**config.mk**
```make
export PLATFORM = sky130hd
export DESIGN_NAME = lmf_miss_file
export DESIGN_NICKNAME = d
export VERILOG_FILES = /design/src/lmf_pkg.sv /design/src/lmf_match.sv /design/src/lmf_dest_mem.sv /design/src/lmf_miss_file.sv
export SDC_FILE = /design/constraint.sdc
export NUM_CORES = 2
export LEC_CHECK = 0
export ABC_CLOCK_PERIOD_IN_PS = 14200
export BUFFER_PORTS_ARGS = -buffer_cell sky130_fd_sc_hd__buf_4
export CORE_MARGIN = 3
export CORE_UTILIZATION = 25
export CTS_CLUSTER_DIAMETER = 80
export DETAILED_ROUTE_END_ITERATION = 8
export GPL_TIMING_DRIVEN = 0
export HOLD_SLACK_MARGIN = 0.15
export PLACE_DENSITY = 0.46
export SLEW_MARGIN = 10
export SYNTH_ARGS = -nofsm -noshare
export SYNTH_HDL_FRONTEND = slang
export SYNTH_SLANG_ARGS = --single-unit
```
**constraint.sdc**
```tcl
create_clock -name clock -period 14.2 [get_ports clock]
set_clock_uncertainty 0.15 [all_clocks]
set_input_delay 2.84 -clock clock [delete_from_list [all_inputs] [get_ports clock]]
set_output_delay 2.84 -clock clock [all_outputs]
set_load 0.02 [all_outputs]
```
**src/lmf_pkg.sv**
```systemverilog
// lmf_pkg: constants and types shared by the load miss file design
// assumes one processor clock and 43-bit physical load addresses
package lmf_pkg;
   localparam int unsigned LD_ENTRIES = 6;
   localparam int unsigned IF_ENTRIES = 4;
   localparam int unsigned WB_ENTRIES = 6;
   localparam int unsigned QW_PER_BLK = 4;
   localparam int unsigned AW = 43;
   localparam int unsigned BLK_LO = 5;
   localparam int unsigned BW = AW - BLK_LO;
   localparam int unsigned QW_LO = 3;
   localparam int unsigned NC_BIT = 39;
   localparam int unsigned LAT_HI = 12;
   localparam int unsigned LAT_LO = 2;
   localparam int unsigned MODE_W = 8;
   localparam int unsigned MODE_NO_MERGE = 0;
   localparam int unsigned MODE_NC_NO_MERGE = 3;
   localparam int unsigned QW_W = 64;
   localparam int unsigned FILL_W = 2 * QW_W;
   localparam int unsigned REG_W = 5;
   localparam int unsigned DEST_DEPTH = LD_ENTRIES * QW_PER_BLK;

   typedef enum logic [1:0] {SZ_BYTE, SZ_WORD, SZ_LONG, SZ_QUAD} lmf_size_e;
   typedef logic [2:0] lmf_id_t;
   typedef logic [4:0] lmf_slot_t;
   typedef logic [BW-1:0] lmf_blk_t;
   // destination of one recorded quadword miss
   typedef struct packed {
      logic [REG_W-1:0] rnum;
      logic fp;
      lmf_size_e size;
      logic [2:0] off;
   } lmf_dest_s;
endpackage : lmf_pkg

```
**src/lmf_match.sv**
```systemverilog
// lmf_match: compares one load address against all miss entries
// assumes entry state comes from flops in the same clock domain
module lmf_match import lmf_pkg::*; (
   input wire logic [AW-1:0] addr,
   input wire logic [LD_ENTRIES-1:0] e_valid,
   input wire lmf_blk_t [LD_ENTRIES-1:0] e_blk,
   input wire logic [LD_ENTRIES-1:0][QW_PER_BLK-1:0] e_qw,
   output wire logic [LD_ENTRIES-1:0] blk_hit,
   output wire logic [LD_ENTRIES-1:0] qw_hit
);
   generate
      for (genvar i = 0; i < LD_ENTRIES; i++) begin : g_ent
         assign blk_hit[i] = e_valid[i] & (e_blk[i] == addr[AW-1:BLK_LO]);
         assign qw_hit[i] = blk_hit[i] & e_qw[i][addr[BLK_LO-1:QW_LO]];
      end
   endgenerate
endmodule : lmf_match

```
**src/lmf_dest_mem.sv**
```systemverilog
// lmf_dest_mem: per-quadword destination records, two writes, two reads
// assumes both write ports never name the same slot in one cycle
module lmf_dest_mem import lmf_pkg::*; (
   input wire logic clock,
   input wire logic rst_n,
   input wire logic we_a,
   input wire lmf_slot_t addr_a,
   input wire lmf_dest_s wdata_a,
   input wire logic we_b,
   input wire lmf_slot_t addr_b,
   input wire lmf_dest_s wdata_b,
   input wire lmf_slot_t raddr_c,
   input wire lmf_slot_t raddr_d,
   output lmf_dest_s rdata_c,
   output lmf_dest_s rdata_d
);
   lmf_dest_s mem [DEST_DEPTH];

   generate
      for (genvar i = 0; i < DEST_DEPTH; i++) begin : g_slot
         always_ff @(posedge clock) begin
            if (we_b && addr_b == lmf_slot_t'(i))
               mem[i] <= wdata_b;
            else if (we_a && addr_a == lmf_slot_t'(i))
               mem[i] <= wdata_a;
         end
      end
   endgenerate

   always_ff @(posedge clock or negedge rst_n) begin
      if (!rst_n) begin
         rdata_c <= '0;
         rdata_d <= '0;
      end else begin
         rdata_c <= mem[raddr_c];
         rdata_d <= mem[raddr_d];
      end
   end
endmodule : lmf_dest_mem

```
**src/lmf_miss_file.sv**
```systemverilog
// lmf_miss_file: load miss tracking, merging, replay traps and fills
// assumes all partners share this clock
module lmf_miss_file import lmf_pkg::*; (
   input wire logic clock,
   input wire logic rst_n,
   input wire logic [MODE_W-1:0] miss_file_mode,
   input wire logic p0_ld_valid,
   input wire logic [AW-1:0] p0_ld_addr,
   input wire lmf_size_e p0_ld_size,
   input wire logic p0_ld_locked,
   input wire logic p0_ld_hit,
   input wire logic [REG_W-1:0] p0_ld_reg,
   input wire logic p0_ld_float,
   input wire logic p0_wb_conflict,
   input wire logic p1_ld_valid,
   input wire logic [AW-1:0] p1_ld_addr,
   input wire lmf_size_e p1_ld_size,
   input wire logic p1_ld_locked,
   input wire logic p1_ld_hit,
   input wire logic [REG_W-1:0] p1_ld_reg,
   input wire logic p1_ld_float,
   input wire logic p1_wb_conflict,
   input wire logic st_valid,
   input wire logic [AW-1:0] st_addr,
   input wire logic st_hit,
   input wire logic [2:0] wb_alloc_count,
   input wire logic cons_valid,
   input wire logic cons_pipe,
   input wire logic cons_same_cycle,
   input wire logic if_req_valid,
   input wire lmf_blk_t if_req_addr,
   input wire logic rd_req_ready,
   input wire logic fill_valid,
   input wire logic fill_ifetch,
   input wire lmf_id_t fill_id,
   input wire logic fill_second,
   input wire logic [FILL_W-1:0] fill_data,
   input wire logic fill_bubble_req,
   output logic p0_trap,
   output logic p1_trap,
   output logic st_trap,
   output logic cons_trap,
   output logic mem_issue_halt,
   output logic if_req_ready,
   output logic rd_req_valid,
   output logic rd_req_ifetch,
   output lmf_id_t rd_req_id,
   output lmf_blk_t rd_req_block,
   output logic [QW_PER_BLK-1:0] rd_req_qw_mask,
   output logic rd_req_nc,
   output logic bub_no_store,
   output logic bub_no_issue,
   output logic bub_no_mem,
   output logic rf_we0,
   output logic rf_we1,
   output logic rf_float0,
   output logic rf_float1,
   output logic [REG_W-1:0] rf_reg0,
   output logic [REG_W-1:0] rf_reg1,
   output logic [QW_W-1:0] rf_data0,
   output logic [QW_W-1:0] rf_data1
);
   typedef logic [LD_ENTRIES-1:0] vec_t;

   function automatic lmf_id_t first_set(input vec_t v);
      first_set = '0;
      for (int i = LD_ENTRIES - 1; i >= 0; i--)
         if (v[i]) first_set = lmf_id_t'(i);
   endfunction : first_set

   function automatic vec_t onehot(input lmf_id_t id);
      onehot = '0;
      onehot[id] = 1'b1;
   endfunction : onehot

   function automatic logic [QW_W-1:0] fmt(input logic [QW_W-1:0] q,
                                           input lmf_dest_s d);
      logic [QW_W-1:0] s;
      s = q >> {d.off, 3'h0};
      unique case (d.size)
         SZ_BYTE: fmt = {56'h0, s[7:0]};
         SZ_WORD: fmt = {48'h0, s[15:0]};
         SZ_LONG: fmt = d.fp ? {32'h0, s[31:0]} : {{32{s[31]}}, s[31:0]};
         SZ_QUAD: fmt = s;
      endcase
   endfunction : fmt

   ////////////////////////////////////////////////////////////////////////
   // entry state
   vec_t e_valid, e_nomerge, e_pend, e_locked;
   vec_t next_valid, next_nomerge, next_pend, next_locked;
   lmf_blk_t [LD_ENTRIES-1:0] e_blk, next_blk;
   logic [LD_ENTRIES-1:0][QW_PER_BLK-1:0] e_qw, next_qw;
   logic [IF_ENTRIES-1:0] if_valid, if_pend, next_if_valid, next_if_pend;
   lmf_blk_t [IF_ENTRIES-1:0] if_blk, next_if_blk;
   logic st_q_hit;
   logic [LAT_HI:LAT_LO] st_q_lat;
   logic [1:0] miss_q;

   ////////////////////////////////////////////////////////////////////////
   // hazards and merging
   vec_t bh0, qh0, bh1, qh1, ok0, ok1, fill_mask, nc_block;
   logic no_merge, nc_no_merge, nc0, nc1, kind0, kind1, miss0, miss1;
   logic full0, full1, lat0, lat1, trap0, trap1, go0, go1;
   logic merge0, merge1, alloc0, alloc1, s01, q01, okp, blk1;
   logic pend_any, if_pend_any, slot_free, byp0, byp1, fill_ld;
   logic [2:0] cnt;
   lmf_id_t free0, free1, tgt0, tgt1, sel, if_sel, if_free;
   logic [1:0] qw0, qw1;

   lmf_match u_match0 (.addr(p0_ld_addr), .e_valid(e_valid), .e_blk(e_blk),
      .e_qw(e_qw), .blk_hit(bh0), .qw_hit(qh0));
   lmf_match u_match1 (.addr(p1_ld_addr), .e_valid(e_valid), .e_blk(e_blk),
      .e_qw(e_qw), .blk_hit(bh1), .qw_hit(qh1));

   assign no_merge = miss_file_mode[MODE_NO_MERGE];
   assign nc_no_merge = miss_file_mode[MODE_NC_NO_MERGE];
   assign nc0 = p0_ld_addr[NC_BIT];
   assign nc1 = p1_ld_addr[NC_BIT];
   assign qw0 = p0_ld_addr[BLK_LO-1:QW_LO];
   assign qw1 = p1_ld_addr[BLK_LO-1:QW_LO];
   // which loads may merge at all
   assign kind0 = ~no_merge & ~p0_ld_locked & (~nc0 | (~nc_no_merge
      & (p0_ld_size == SZ_QUAD)));
   assign kind1 = ~no_merge & ~p1_ld_locked & (~nc1 | (~nc_no_merge
      & (p1_ld_size == SZ_QUAD)));
   assign fill_ld = fill_valid & ~fill_ifetch;
   assign fill_mask = fill_ld ? onehot(fill_id) : '0;
   assign pend_any = |e_pend;
   assign sel = first_set(e_pend);
   assign slot_free = ~rd_req_valid | rd_req_ready;
   // nc entry closes when offered
   assign nc_block = (rd_req_valid & ~rd_req_ifetch ? onehot(rd_req_id)
      : '0) | (slot_free & pend_any ? onehot(sel) : '0);
   assign ok0 = bh0 & ~qh0 & ~e_nomerge & ~fill_mask
      & (nc0 ? ~nc_block : '1) & {LD_ENTRIES{kind0}};
   assign ok1 = bh1 & ~qh1 & ~e_nomerge & ~fill_mask
      & (nc1 ? ~nc_block : '1) & {LD_ENTRIES{kind1}};
   assign cnt = 3'($countones(e_valid));
   assign full0 = cnt == 3'(LD_ENTRIES);
   assign full1 = cnt >= 3'(LD_ENTRIES - 1);
   assign lat0 = st_q_hit & (st_q_lat == p0_ld_addr[LAT_HI:LAT_LO]);
   assign lat1 = st_q_hit & (st_q_lat == p1_ld_addr[LAT_HI:LAT_LO]);
   assign miss0 = p0_ld_valid & ~p0_ld_hit;
   assign miss1 = p1_ld_valid & ~p1_ld_hit;
   assign trap0 = p0_ld_valid & (full0 | (|qh0) | lat0
      | (miss0 & (p0_wb_conflict
      | ((|bh0) & ~(|ok0) & ~nc0 & ~p0_ld_locked))));
   assign go0 = miss0 & ~trap0;
   assign merge0 = go0 & (|ok0);
   assign alloc0 = go0 & ~(|ok0);
   assign free0 = first_set(~e_valid);
   assign tgt0 = merge0 ? first_set(ok0) : free0;
   // pipe one sees pipe zero first
   assign s01 = p0_ld_addr[AW-1:BLK_LO] == p1_ld_addr[AW-1:BLK_LO];
   assign q01 = s01 & (qw0 == qw1);
   assign okp = alloc0 & s01 & ~q01 & kind0 & kind1;
   assign blk1 = (|bh1) | (go0 & s01);
   assign trap1 = p1_ld_valid & (trap0 | full1 | (|qh1) | (go0 & q01)
      | lat1 | (miss1 & (p1_wb_conflict
      | (blk1 & ~(|ok1) & ~okp & ~nc1 & ~p1_ld_locked))));
   assign go1 = miss1 & ~trap1;
   assign merge1 = go1 & ((|ok1) | okp);
   assign alloc1 = go1 & ~((|ok1) | okp);
   assign free1 = first_set(~e_valid & (alloc0 ? ~onehot(free0) : '1));
   assign tgt1 = okp ? free0 : ((|ok1) ? first_set(ok1) : free1);
   assign byp0 = alloc0 & ~pend_any & slot_free;
   assign byp1 = alloc1 & ~p0_ld_valid & ~pend_any & slot_free;
   assign if_pend_any = |if_pend;
   assign if_sel = first_set(vec_t'(if_pend));
   assign if_free = first_set(vec_t'(~if_valid));

   ////////////////////////////////////////////////////////////////////////
   // request slot, loads before fetches
   logic next_rd_valid, next_rd_ifetch, next_rd_nc, take_pend, take_if;
   lmf_id_t next_rd_id;
   lmf_blk_t next_rd_block;
   logic [QW_PER_BLK-1:0] next_rd_mask;

   always_comb begin
      next_rd_valid = rd_req_valid & ~rd_req_ready;
      next_rd_ifetch = rd_req_ifetch;
      next_rd_id = rd_req_id;
      next_rd_block = rd_req_block;
      next_rd_mask = rd_req_qw_mask;
      next_rd_nc = rd_req_nc;
      take_pend = 1'b0;
      take_if = 1'b0;
      if (slot_free) begin
         if (byp0) begin
            next_rd_valid = 1'b1;
            next_rd_ifetch = 1'b0;
            next_rd_id = free0;
            next_rd_block = p0_ld_addr[AW-1:BLK_LO];
            next_rd_mask = (4'h1 << qw0) | (okp ? 4'h1 << qw1 : 4'h0);
            next_rd_nc = nc0;
         end else if (byp1) begin
            next_rd_valid = 1'b1;
            next_rd_ifetch = 1'b0;
            next_rd_id = free1;
            next_rd_block = p1_ld_addr[AW-1:BLK_LO];
            next_rd_mask = 4'h1 << qw1;
            next_rd_nc = nc1;
         end else if (pend_any) begin
            take_pend = 1'b1;
            next_rd_valid = 1'b1;
            next_rd_ifetch = 1'b0;
            next_rd_id = sel;
            next_rd_block = e_blk[sel];
            next_rd_mask = e_qw[sel];
            next_rd_nc = e_blk[sel][NC_BIT-BLK_LO];
         end else if (if_pend_any) begin
            take_if = 1'b1;
            next_rd_valid = 1'b1;
            next_rd_ifetch = 1'b1;
            next_rd_id = if_sel;
            next_rd_block = if_blk[if_sel[1:0]];
            next_rd_mask = '1;
            next_rd_nc = if_blk[if_sel[1:0]][NC_BIT-BLK_LO];
         end
      end
   end

   ////////////////////////////////////////////////////////////////////////
   // entry updates
   always_comb begin
      next_valid = e_valid;
      next_nomerge = e_nomerge;
      next_pend = e_pend;
      next_locked = e_locked;
      next_blk = e_blk;
      next_qw = e_qw;
      next_if_valid = if_valid;
      next_if_pend = if_pend;
      next_if_blk = if_blk;
      if (rd_req_valid && rd_req_ready && !rd_req_ifetch) begin
         next_locked[rd_req_id] = 1'b0;
         if (rd_req_nc)
            next_nomerge[rd_req_id] = 1'b1;
      end
      if (fill_ld) begin
         next_nomerge[fill_id] = 1'b1;
         if (fill_second)
            next_valid[fill_id] = 1'b0;
      end
      if (take_pend)
         next_pend[sel] = 1'b0;
      if (alloc0) begin
         next_valid[free0] = 1'b1;
         next_blk[free0] = p0_ld_addr[AW-1:BLK_LO];
         next_qw[free0] = 4'h1 << qw0;
         next_nomerge[free0] = ~kind0;
         next_pend[free0] = ~byp0;
         next_locked[free0] = p0_ld_locked;
      end else if (merge0) begin
         next_qw[tgt0][qw0] = 1'b1;
      end
      if (alloc1) begin
         next_valid[free1] = 1'b1;
         next_blk[free1] = p1_ld_addr[AW-1:BLK_LO];
         next_qw[free1] = 4'h1 << qw1;
         next_nomerge[free1] = ~kind1;
         next_pend[free1] = ~byp1;
         next_locked[free1] = p1_ld_locked;
      end else if (merge1) begin
         next_qw[tgt1][qw1] = 1'b1;
      end
      if (fill_valid && fill_ifetch && fill_second)
         next_if_valid[fill_id[1:0]] = 1'b0;
      if (take_if)
         next_if_pend[if_sel[1:0]] = 1'b0;
      if (if_req_valid && if_req_ready) begin
         next_if_valid[if_free[1:0]] = 1'b1;
         next_if_pend[if_free[1:0]] = 1'b1;
         next_if_blk[if_free[1:0]] = if_req_addr;
      end
   end

   always_ff @(posedge clock or negedge rst_n) begin
      if (!rst_n) begin
         e_valid <= '0;
         e_nomerge <= '0;
         e_pend <= '0;
         e_locked <= '0;
         e_blk <= '0;
         e_qw <= '0;
         if_valid <= '0;
         if_pend <= '0;
         if_blk <= '0;
      end else begin
         e_valid <= next_valid;
         e_nomerge <= next_nomerge;
         e_pend <= next_pend;
         e_locked <= next_locked;
         e_blk <= next_blk;
         e_qw <= next_qw;
         if_valid <= next_if_valid;
         if_pend <= next_if_pend;
         if_blk <= next_if_blk;
      end
   end

   ////////////////////////////////////////////////////////////////////////
   // traps, request slot and bubbles
   always_ff @(posedge clock or negedge rst_n) begin
      if (!rst_n) begin
         p0_trap <= 1'b0;
         p1_trap <= 1'b0;
         st_trap <= 1'b0;
         cons_trap <= 1'b0;
         st_q_hit <= 1'b0;
         st_q_lat <= '0;
         miss_q <= '0;
         mem_issue_halt <= 1'b0;
         if_req_ready <= 1'b0;
      end else begin
         p0_trap <= trap0;
         p1_trap <= trap1;
         st_trap <= st_valid & (wb_alloc_count == 3'(WB_ENTRIES));
         st_q_hit <= st_valid & st_hit;
         st_q_lat <= st_addr[LAT_HI:LAT_LO];
         miss_q <= {miss1, miss0};
         cons_trap <= cons_valid & (cons_same_cycle
            ? (cons_pipe ? miss1 : miss0) : miss_q[cons_pipe]);
         mem_issue_halt <= |next_locked;
         if_req_ready <= ~(&next_if_valid);
      end
   end

   always_ff @(posedge clock or negedge rst_n) begin
      if (!rst_n) begin
         rd_req_valid <= 1'b0;
         rd_req_ifetch <= 1'b0;
         rd_req_id <= '0;
         rd_req_block <= '0;
         rd_req_qw_mask <= '0;
         rd_req_nc <= 1'b0;
         bub_no_store <= 1'b0;
         bub_no_issue <= 1'b0;
         bub_no_mem <= 1'b0;
      end else begin
         rd_req_valid <= next_rd_valid;
         rd_req_ifetch <= next_rd_ifetch;
         rd_req_id <= next_rd_id;
         rd_req_block <= next_rd_block;
         rd_req_qw_mask <= next_rd_mask;
         rd_req_nc <= next_rd_nc;
         bub_no_store <= fill_bubble_req;
         bub_no_issue <= bub_no_store;
         bub_no_mem <= bub_no_issue;
      end
   end

   ////////////////////////////////////////////////////////////////////////
   // fill lookup, format, write
   lmf_dest_s dest_c, dest_d;
   logic [1:0] f1_we;
   logic [FILL_W-1:0] f1_data;
   lmf_slot_t slot_c, slot_d;

   assign slot_c = {fill_id, fill_second, 1'b0};
   assign slot_d = {fill_id, fill_second, 1'b1};

   lmf_dest_mem u_dest (.clock(clock), .rst_n(rst_n),
      .we_a(alloc0 | merge0), .addr_a({tgt0, qw0}),
      .wdata_a({p0_ld_reg, p0_ld_float, p0_ld_size, p0_ld_addr[2:0]}),
      .we_b(alloc1 | merge1), .addr_b({tgt1, qw1}),
      .wdata_b({p1_ld_reg, p1_ld_float, p1_ld_size, p1_ld_addr[2:0]}),
      .raddr_c(slot_c), .raddr_d(slot_d),
      .rdata_c(dest_c), .rdata_d(dest_d));

   always_ff @(posedge clock or negedge rst_n) begin
      if (!rst_n) begin
         f1_we <= '0;
         f1_data <= '0;
         rf_we0 <= 1'b0;
         rf_we1 <= 1'b0;
         rf_float0 <= 1'b0;
         rf_float1 <= 1'b0;
         rf_reg0 <= '0;
         rf_reg1 <= '0;
         rf_data0 <= '0;
         rf_data1 <= '0;
      end else begin
         f1_we[0] <= fill_ld & e_qw[fill_id][{fill_second, 1'b0}];
         f1_we[1] <= fill_ld & e_qw[fill_id][{fill_second, 1'b1}];
         f1_data <= fill_data;
         rf_we0 <= f1_we[0];
         rf_we1 <= f1_we[1];
         rf_float0 <= dest_c.fp;
         rf_float1 <= dest_d.fp;
         rf_reg0 <= dest_c.rnum;
         rf_reg1 <= dest_d.rnum;
         rf_data0 <= fmt(f1_data[QW_W-1:0], dest_c);
         rf_data1 <= fmt(f1_data[FILL_W-1:QW_W], dest_d);
      end
   end
endmodule : lmf_miss_file

```
* Word-level counts from Yosys, hierarchy flattened *
Memory sizes are Yosys's and may differ from the RTL's. A register that Yosys moved wholly into a read port is not among the register bits.
Cells that the tools add are included.

storage, ports and cells
  bits in registers = 779
  RAM bits = 264
  input port bits = 346
  output and inout port bits = 199
  word-level logic and storage cells = 764
  memories = 1

memories
  name        depth  bits a word  read ports  clocked after memory_dff  wr ports  RTL line            text
  u_dest.mem  24     11           2           2                         24        lmf_dest_mem.sv:17  lmf_dest_s mem [DEST_DEPTH];

operators by class
  add/subtract/negate cells = 5
  order comparisons = 28
  equality and inequality tests = 72
  shift operators = 4
  multiplexer cells = 342
  bitwise gates (word level) = 178
  reductions and logical operators = 84

operator list
  operator                                       count
  one-hot mux 64 bit (4 select lines)            2
  == test 38 bit                                 13
  bitwise mux 228 bit                            2
  two-way mux 228 bit                            2
  two-way mux 38 bit                             9
  two-way mux 11 bit                             24
  demux 38 bit (select 3 bit)                    2
  two-way mux 1 bit                              173
  bitwise mux 152 bit                            1
  two-way mux 64 bit                             2
  >> shifter 64 x 6 -> 64 bit                    2
  two-way mux 6 bit                              21
  two-way mux 3 bit                              40
  binary-select mux 38 bit (select 3 bit)        1
  two-way mux 24 bit                             4
  bitwise AND 6 bit                              14
  == test 5 x 4 -> 1 bit, second input constant  16
  == test 5 bit, second input constant           16
  binary-select mux 38 bit (select 2 bit)        1
  demux 38 bit (select 2 bit)                    1
  bitwise AND 1 bit                              72
  logical AND 1 bit                              65
  two-way mux 4 bit                              15
  NOT 6 bit                                      10
  other kinds (42)                               205

* Depth between registers and ports, before layout *
  word-level depth = 54
  gate-level depth with buffers = 19
  depth with buffers taken out = 16

* Modules after synthesis *
A second synthesis with hierarchy kept.

unflattened totals
  cell total of the unflattened synthesis = 5698
  area total of the unflattened synthesis = 61720.4 µm²

modules (own cells, without submodules)
  module         instances  cells an instance  area an instance (µm²)  seq. area each (µm²)
  lmf_miss_file  1          3804               38745.9                 19468.7
  lmf_dest_mem   1          1146               16833.6                 8478.1
  lmf_match      2          374                3070.4                  0.0

* Worst setup path before layout *
No wires, ideal clock.

  path type = input to register
  start point = input port p0_ld_addr[3]
  end point = memory u_dest.mem[0][0] (netlist name) (enable)
  library setup time = 394 ps
  arrival = 6841 ps
  required time = 13656 ps
  setup slack = 6815 ps
  stages on the path = 15
  path buffers = 4
  path through = buf_2 buf_2 mux4_2 a2111oi_1 nand4_1 o21a_1 nand4_2 nor3_4 buf_4 o211ai_1 nand3_1 a21oi_2 buf_2 nand3_1 o21ai_0

RTL lines
  what             RTL line            text
  start, declared  lmf_miss_file.sv:8  input wire logic [AW-1:0] p0_ld_addr,
  end, declared    lmf_dest_mem.sv:17

==> impl_metrics.py <==
metrics = {
    "placement": {
        "port_buffers": 431,
        "dpl_cell_area_sq_um": 66900,
        "place_ws_ns": 3.90,
        "place.gp.congestion": 1.02,
        "hpwl_mm": 245,
    },
    "logic_synthesis": {
        "synth_cells": 5460,
        "syn_nets": 5810,
        "synth_seq_cells": 1064,
        "yosysWarnings": 0,
        "synth_cell_types": 101,
        "syn_avg_cell_area_sq_um": 10.8,
        "syn_area_sq_um": 59200,
        "synth-edff-count": 264,
        "ys_async_sr_fraction_pct": 75.2,
        "synth_top_flop_cell": "dfrtp_1",
        "ys_seq_area_share_pct": 47.2,
    },
    "detailed_routing": {
        "top_layer": "met5",
        "met3_length_mm": 29.6,
        "firstDrtPassIters": 6,
        "drtAntennaViolNets": 0,
        "drt_iter0_drc": 6216,
        "wl_per_cell_um": 33.7,
        "drt-met1-wl_mm": 137,
        "met2WireLength_mm": 133,
        "wirelength_mm": 315,
        "viasPerCell": 5.35,
        "via_count": 49936,
        "drc": 0,
    },
    "pwr": {
        "p_per_area_nw_per_um2": 217,
        "power.total_w": 0.0156,
        "leakage_nw": 28.9,
        "vdd_drop_max_uv": 135,
    },
    "clock_tree": {
        "cts_buffers": 139,
        "cts_tree": "built",
        "cts_setup_buffers": 0,
        "ctsRootBufferMaster": "clkbuf_16",
        "cts_max_level": 4,
        "cts_max_path_buffers": 3,
        "post_cts_resized": 0,
        "cts.clk_slew.worst_paths_ns": 0.06,
        "clock-sinks": 1064,
        "insertion_delay_ns": 0.84,
        "holdBufCountCts": 0,
    },
    "floorplanning": {
        "core-area_sq_um": 235000,
        "die_y_um": 493,
        "rows": 178,
        "die-area_sq_um": 243000,
        "die_w_um": 493,
        "io_pins": 545,
        "start_util_pct": 25.2,
    },
    "critical_path": {
        "cp_top_family": "simple AND/OR/NAND/NOR gates",
        "critPathBufInv": 3,
        "crit_type": "input port to register",
        "r2r_start": "e_valid[4]$_DFF_PN0_",
        "slowest_delay_ns": 1.09,
        "cp.required_ns": 14.48,
        "startpoint": "p1_ld_addr[7]",
        "startpoint_type": "input port",
        "cp.arrival_ns": 10.13,
        "crit_top_cell": "nand3_1",
        "endpoint_kind": "register",
        "slowest_stage": "nor4_1",
        "crit_fanout": 11,
        "crit_chain": "clkbuf_1 > buf_1 > xnor2_1 > nand4_1 > nor4_1 > nand3_1 > nor2_1 > nand3_1 > and4b_1 > a21oi_2 > buf_2 > nand3_1 > o21ai_2",
    },
    "final_layout": {
        "drive_above_1_share_pct": 24.0,
        "final_area_sq_um": 71500,
        "layout_common_cells": "dfrtp_1 (800), mux2_2 (475), buf_4 (455)",
        "fin_util_pct": 30.4,
        "nets": 6411,
        "fillers": 24291,
        "syn_to_final_growth_pct": 20.8,
        "final_common_cell": "dfrtp_1",
    },
    "global_routing": {
        "antenna_found_initial": 34,
        "grt_max_degree": 97,
        "grtUsageTotal_pct": 25.1,
        "grt_pass1_wl_mm": 424,
        "grt_remaining_overflow": 0,
        "first_global_vias": 48663,
    },
    "sta": {
        "period_needed_ns": 9.85,
        "report.final.slew_viol_count": 0,
        "rsz0062_at_grt": "no",
        "max_freq_mhz": 102,
        "setup_viol": 0,
        "period_share_pct": 69.4,
        "relSlewSlack_pct": 1.04,
        "hold_violations": 0,
        "setup_ws_ns": 4.35,
        "worst_pin_slew_ns": 1.47,
        "setup_tns_ns": 0,
    },
    "min_path": {
        "holdCritPathClass": "register to register",
        "hold_path.startpoint": "u_dest.rdata_d[7]$_DFF_PN0_",
    },
    "outcome": {
        "outcome": "finished, violations left",
        "violations": "max-capacitance violations",
    },
    "flow_run": {
        "maxCapViolations": 1,
    },
}
==> routing by layer <==
layer | global-route usage, % | vias to the layer above
li1 | - | 20777
met1 | 35.0 | 25711
met2 | 36.8 | 2903
met3 | 6.41 | 531
met4 | 10.4 | 14
met5 | 0 | -
==> cell usage after synthesis, types with 7 or more instances <==
cell type	count	area (sq um)
and2_1	27	169
a31oi_1	110	688
buf_2	108	541
buf_6	16	180
clkbuf_1	320	1200
xnor2_1	303	2650
a22o_1	39	342
o31ai_1	13	97.6
inv_1	95	357
buf_1	62	233
a21oi_1	326	1630
mux4_2	127	2860
buf_4	10	75.1
nor2b_1	49	307
edfxtp_1	264	7930
mux2i_1	382	3820
or3_1	14	87.6
xor2_1	194	1700
and3_1	16	100
nor3_1	31	155
nand4_1	108	676
nand3b_1	7	52.6
a21o_1	11	82.6
o21ai_1	11	55.1
nor4_1	66	413
nor2_1	438	1640
nand3_1	47	235
dfrtp_1	800	20000
o21a_1	9	67.6
o21ai_0	276	1380
or2_2	10	62.6
mux2_2	475	5350
a211oi_1	19	143
nand2_1	413	1550
a22oi_1	16	120
o22ai_1	47	294
nand2b_1	24	150
o221ai_1	12	105
o211ai_1	21	158
mux2_1	12	135
==> registers in the layout (all words and copies together), names as in the netlist, 4 cells and up <==
signal	cells
u_dest.mem	264
e_blk	228
if_blk	152
f1_data	128
rf_data0	64
rf_data1	64
rd_req_block	38
e_qw	24
st_q_lat	11
u_dest.rdata_c	11
u_dest.rdata_d	11
e_locked	6
e_nomerge	6
e_pend	6
e_valid	6
rf_reg0	5
rf_reg1	5
if_pend	4
if_valid	4
rd_req_qw_mask	4
==> cells by family after synthesis <==
family / share of synthesized area [%]
AO/OA/AOI/OAI: 10.1
XOR/XNOR: 7.35
adder cells (fa/ha/maj): 0.156
buffers and inverters: 4.38
flip-flops: 47.2
multiplexers: 20.6
AND/OR/NAND/NOR: 10.2
==> stage by stage <==
stage | hold WS (ns) | std cells
4_1_cts | 0.198 | 9321
3_5_place_dp | 0.186 | 9070
5_1_grt | 0.204 | 9324
6_report | 0.197 | 9336
2_1_floorplan | 0.181 | 5460
3_3_place_gp | 0.185 | 9041
==> report_power, final <==
group | total (W) | leakage [nW] | internal [W] | switching (W)
clock | 0.00354 | 2.23 | 0.00201 | 0.00153
sequential | 0.00520 | 12.2 | 0.00393 | 0.00127
combinational | 0.00682 | 14.5 | 0.00244 | 0.00438
total | 0.0156 | 28.9 | 0.00838 | 0.00718
==> cell type report <==
cell class / instances / area (sq um) / share of cell area [%]
Antenna cell: 15 / 37.5 / 0.0525
Buffer: 517 / 2250 / 3.14
Clock buffer: 199 / 3950 / 5.51
Clock inverter: 52 / 629 / 0.880
Inverter: 96 / 360 / 0.504
Multi-Input combinational cell: 3783 / 28800 / 40.2
Sequential cell: 1064 / 27900 / 39.1
Tap cell: 3150 / 3940 / 5.51
Timing Repair Buffer: 460 / 3660 / 5.12
==> path summary, 6_finish.rpt <==
path / slack, ns / endpoint / cells past startpoint
worst max-delay path: 4.35 / u_dest.mem[2][0]$_DFFE_PP_ / 13
worst min-delay path: 0.20 / rf_reg1[1]$_DFF_PN0_ / 0
worst max register to register: 5.46 / rd_req_block[30]$_DFFE_PN0P_ / 17
worst min register to register: 0.20 / rf_reg1[1]$_DFF_PN0_ / 0
max in group asynchronous: 9.59 / if_blk[11]$_DFFE_PN0P_ / 5
min in group asynchronous: 1.88 / rf_data1[44]$_DFF_PN0_ / 1
(Power assumes the default switching activity.)
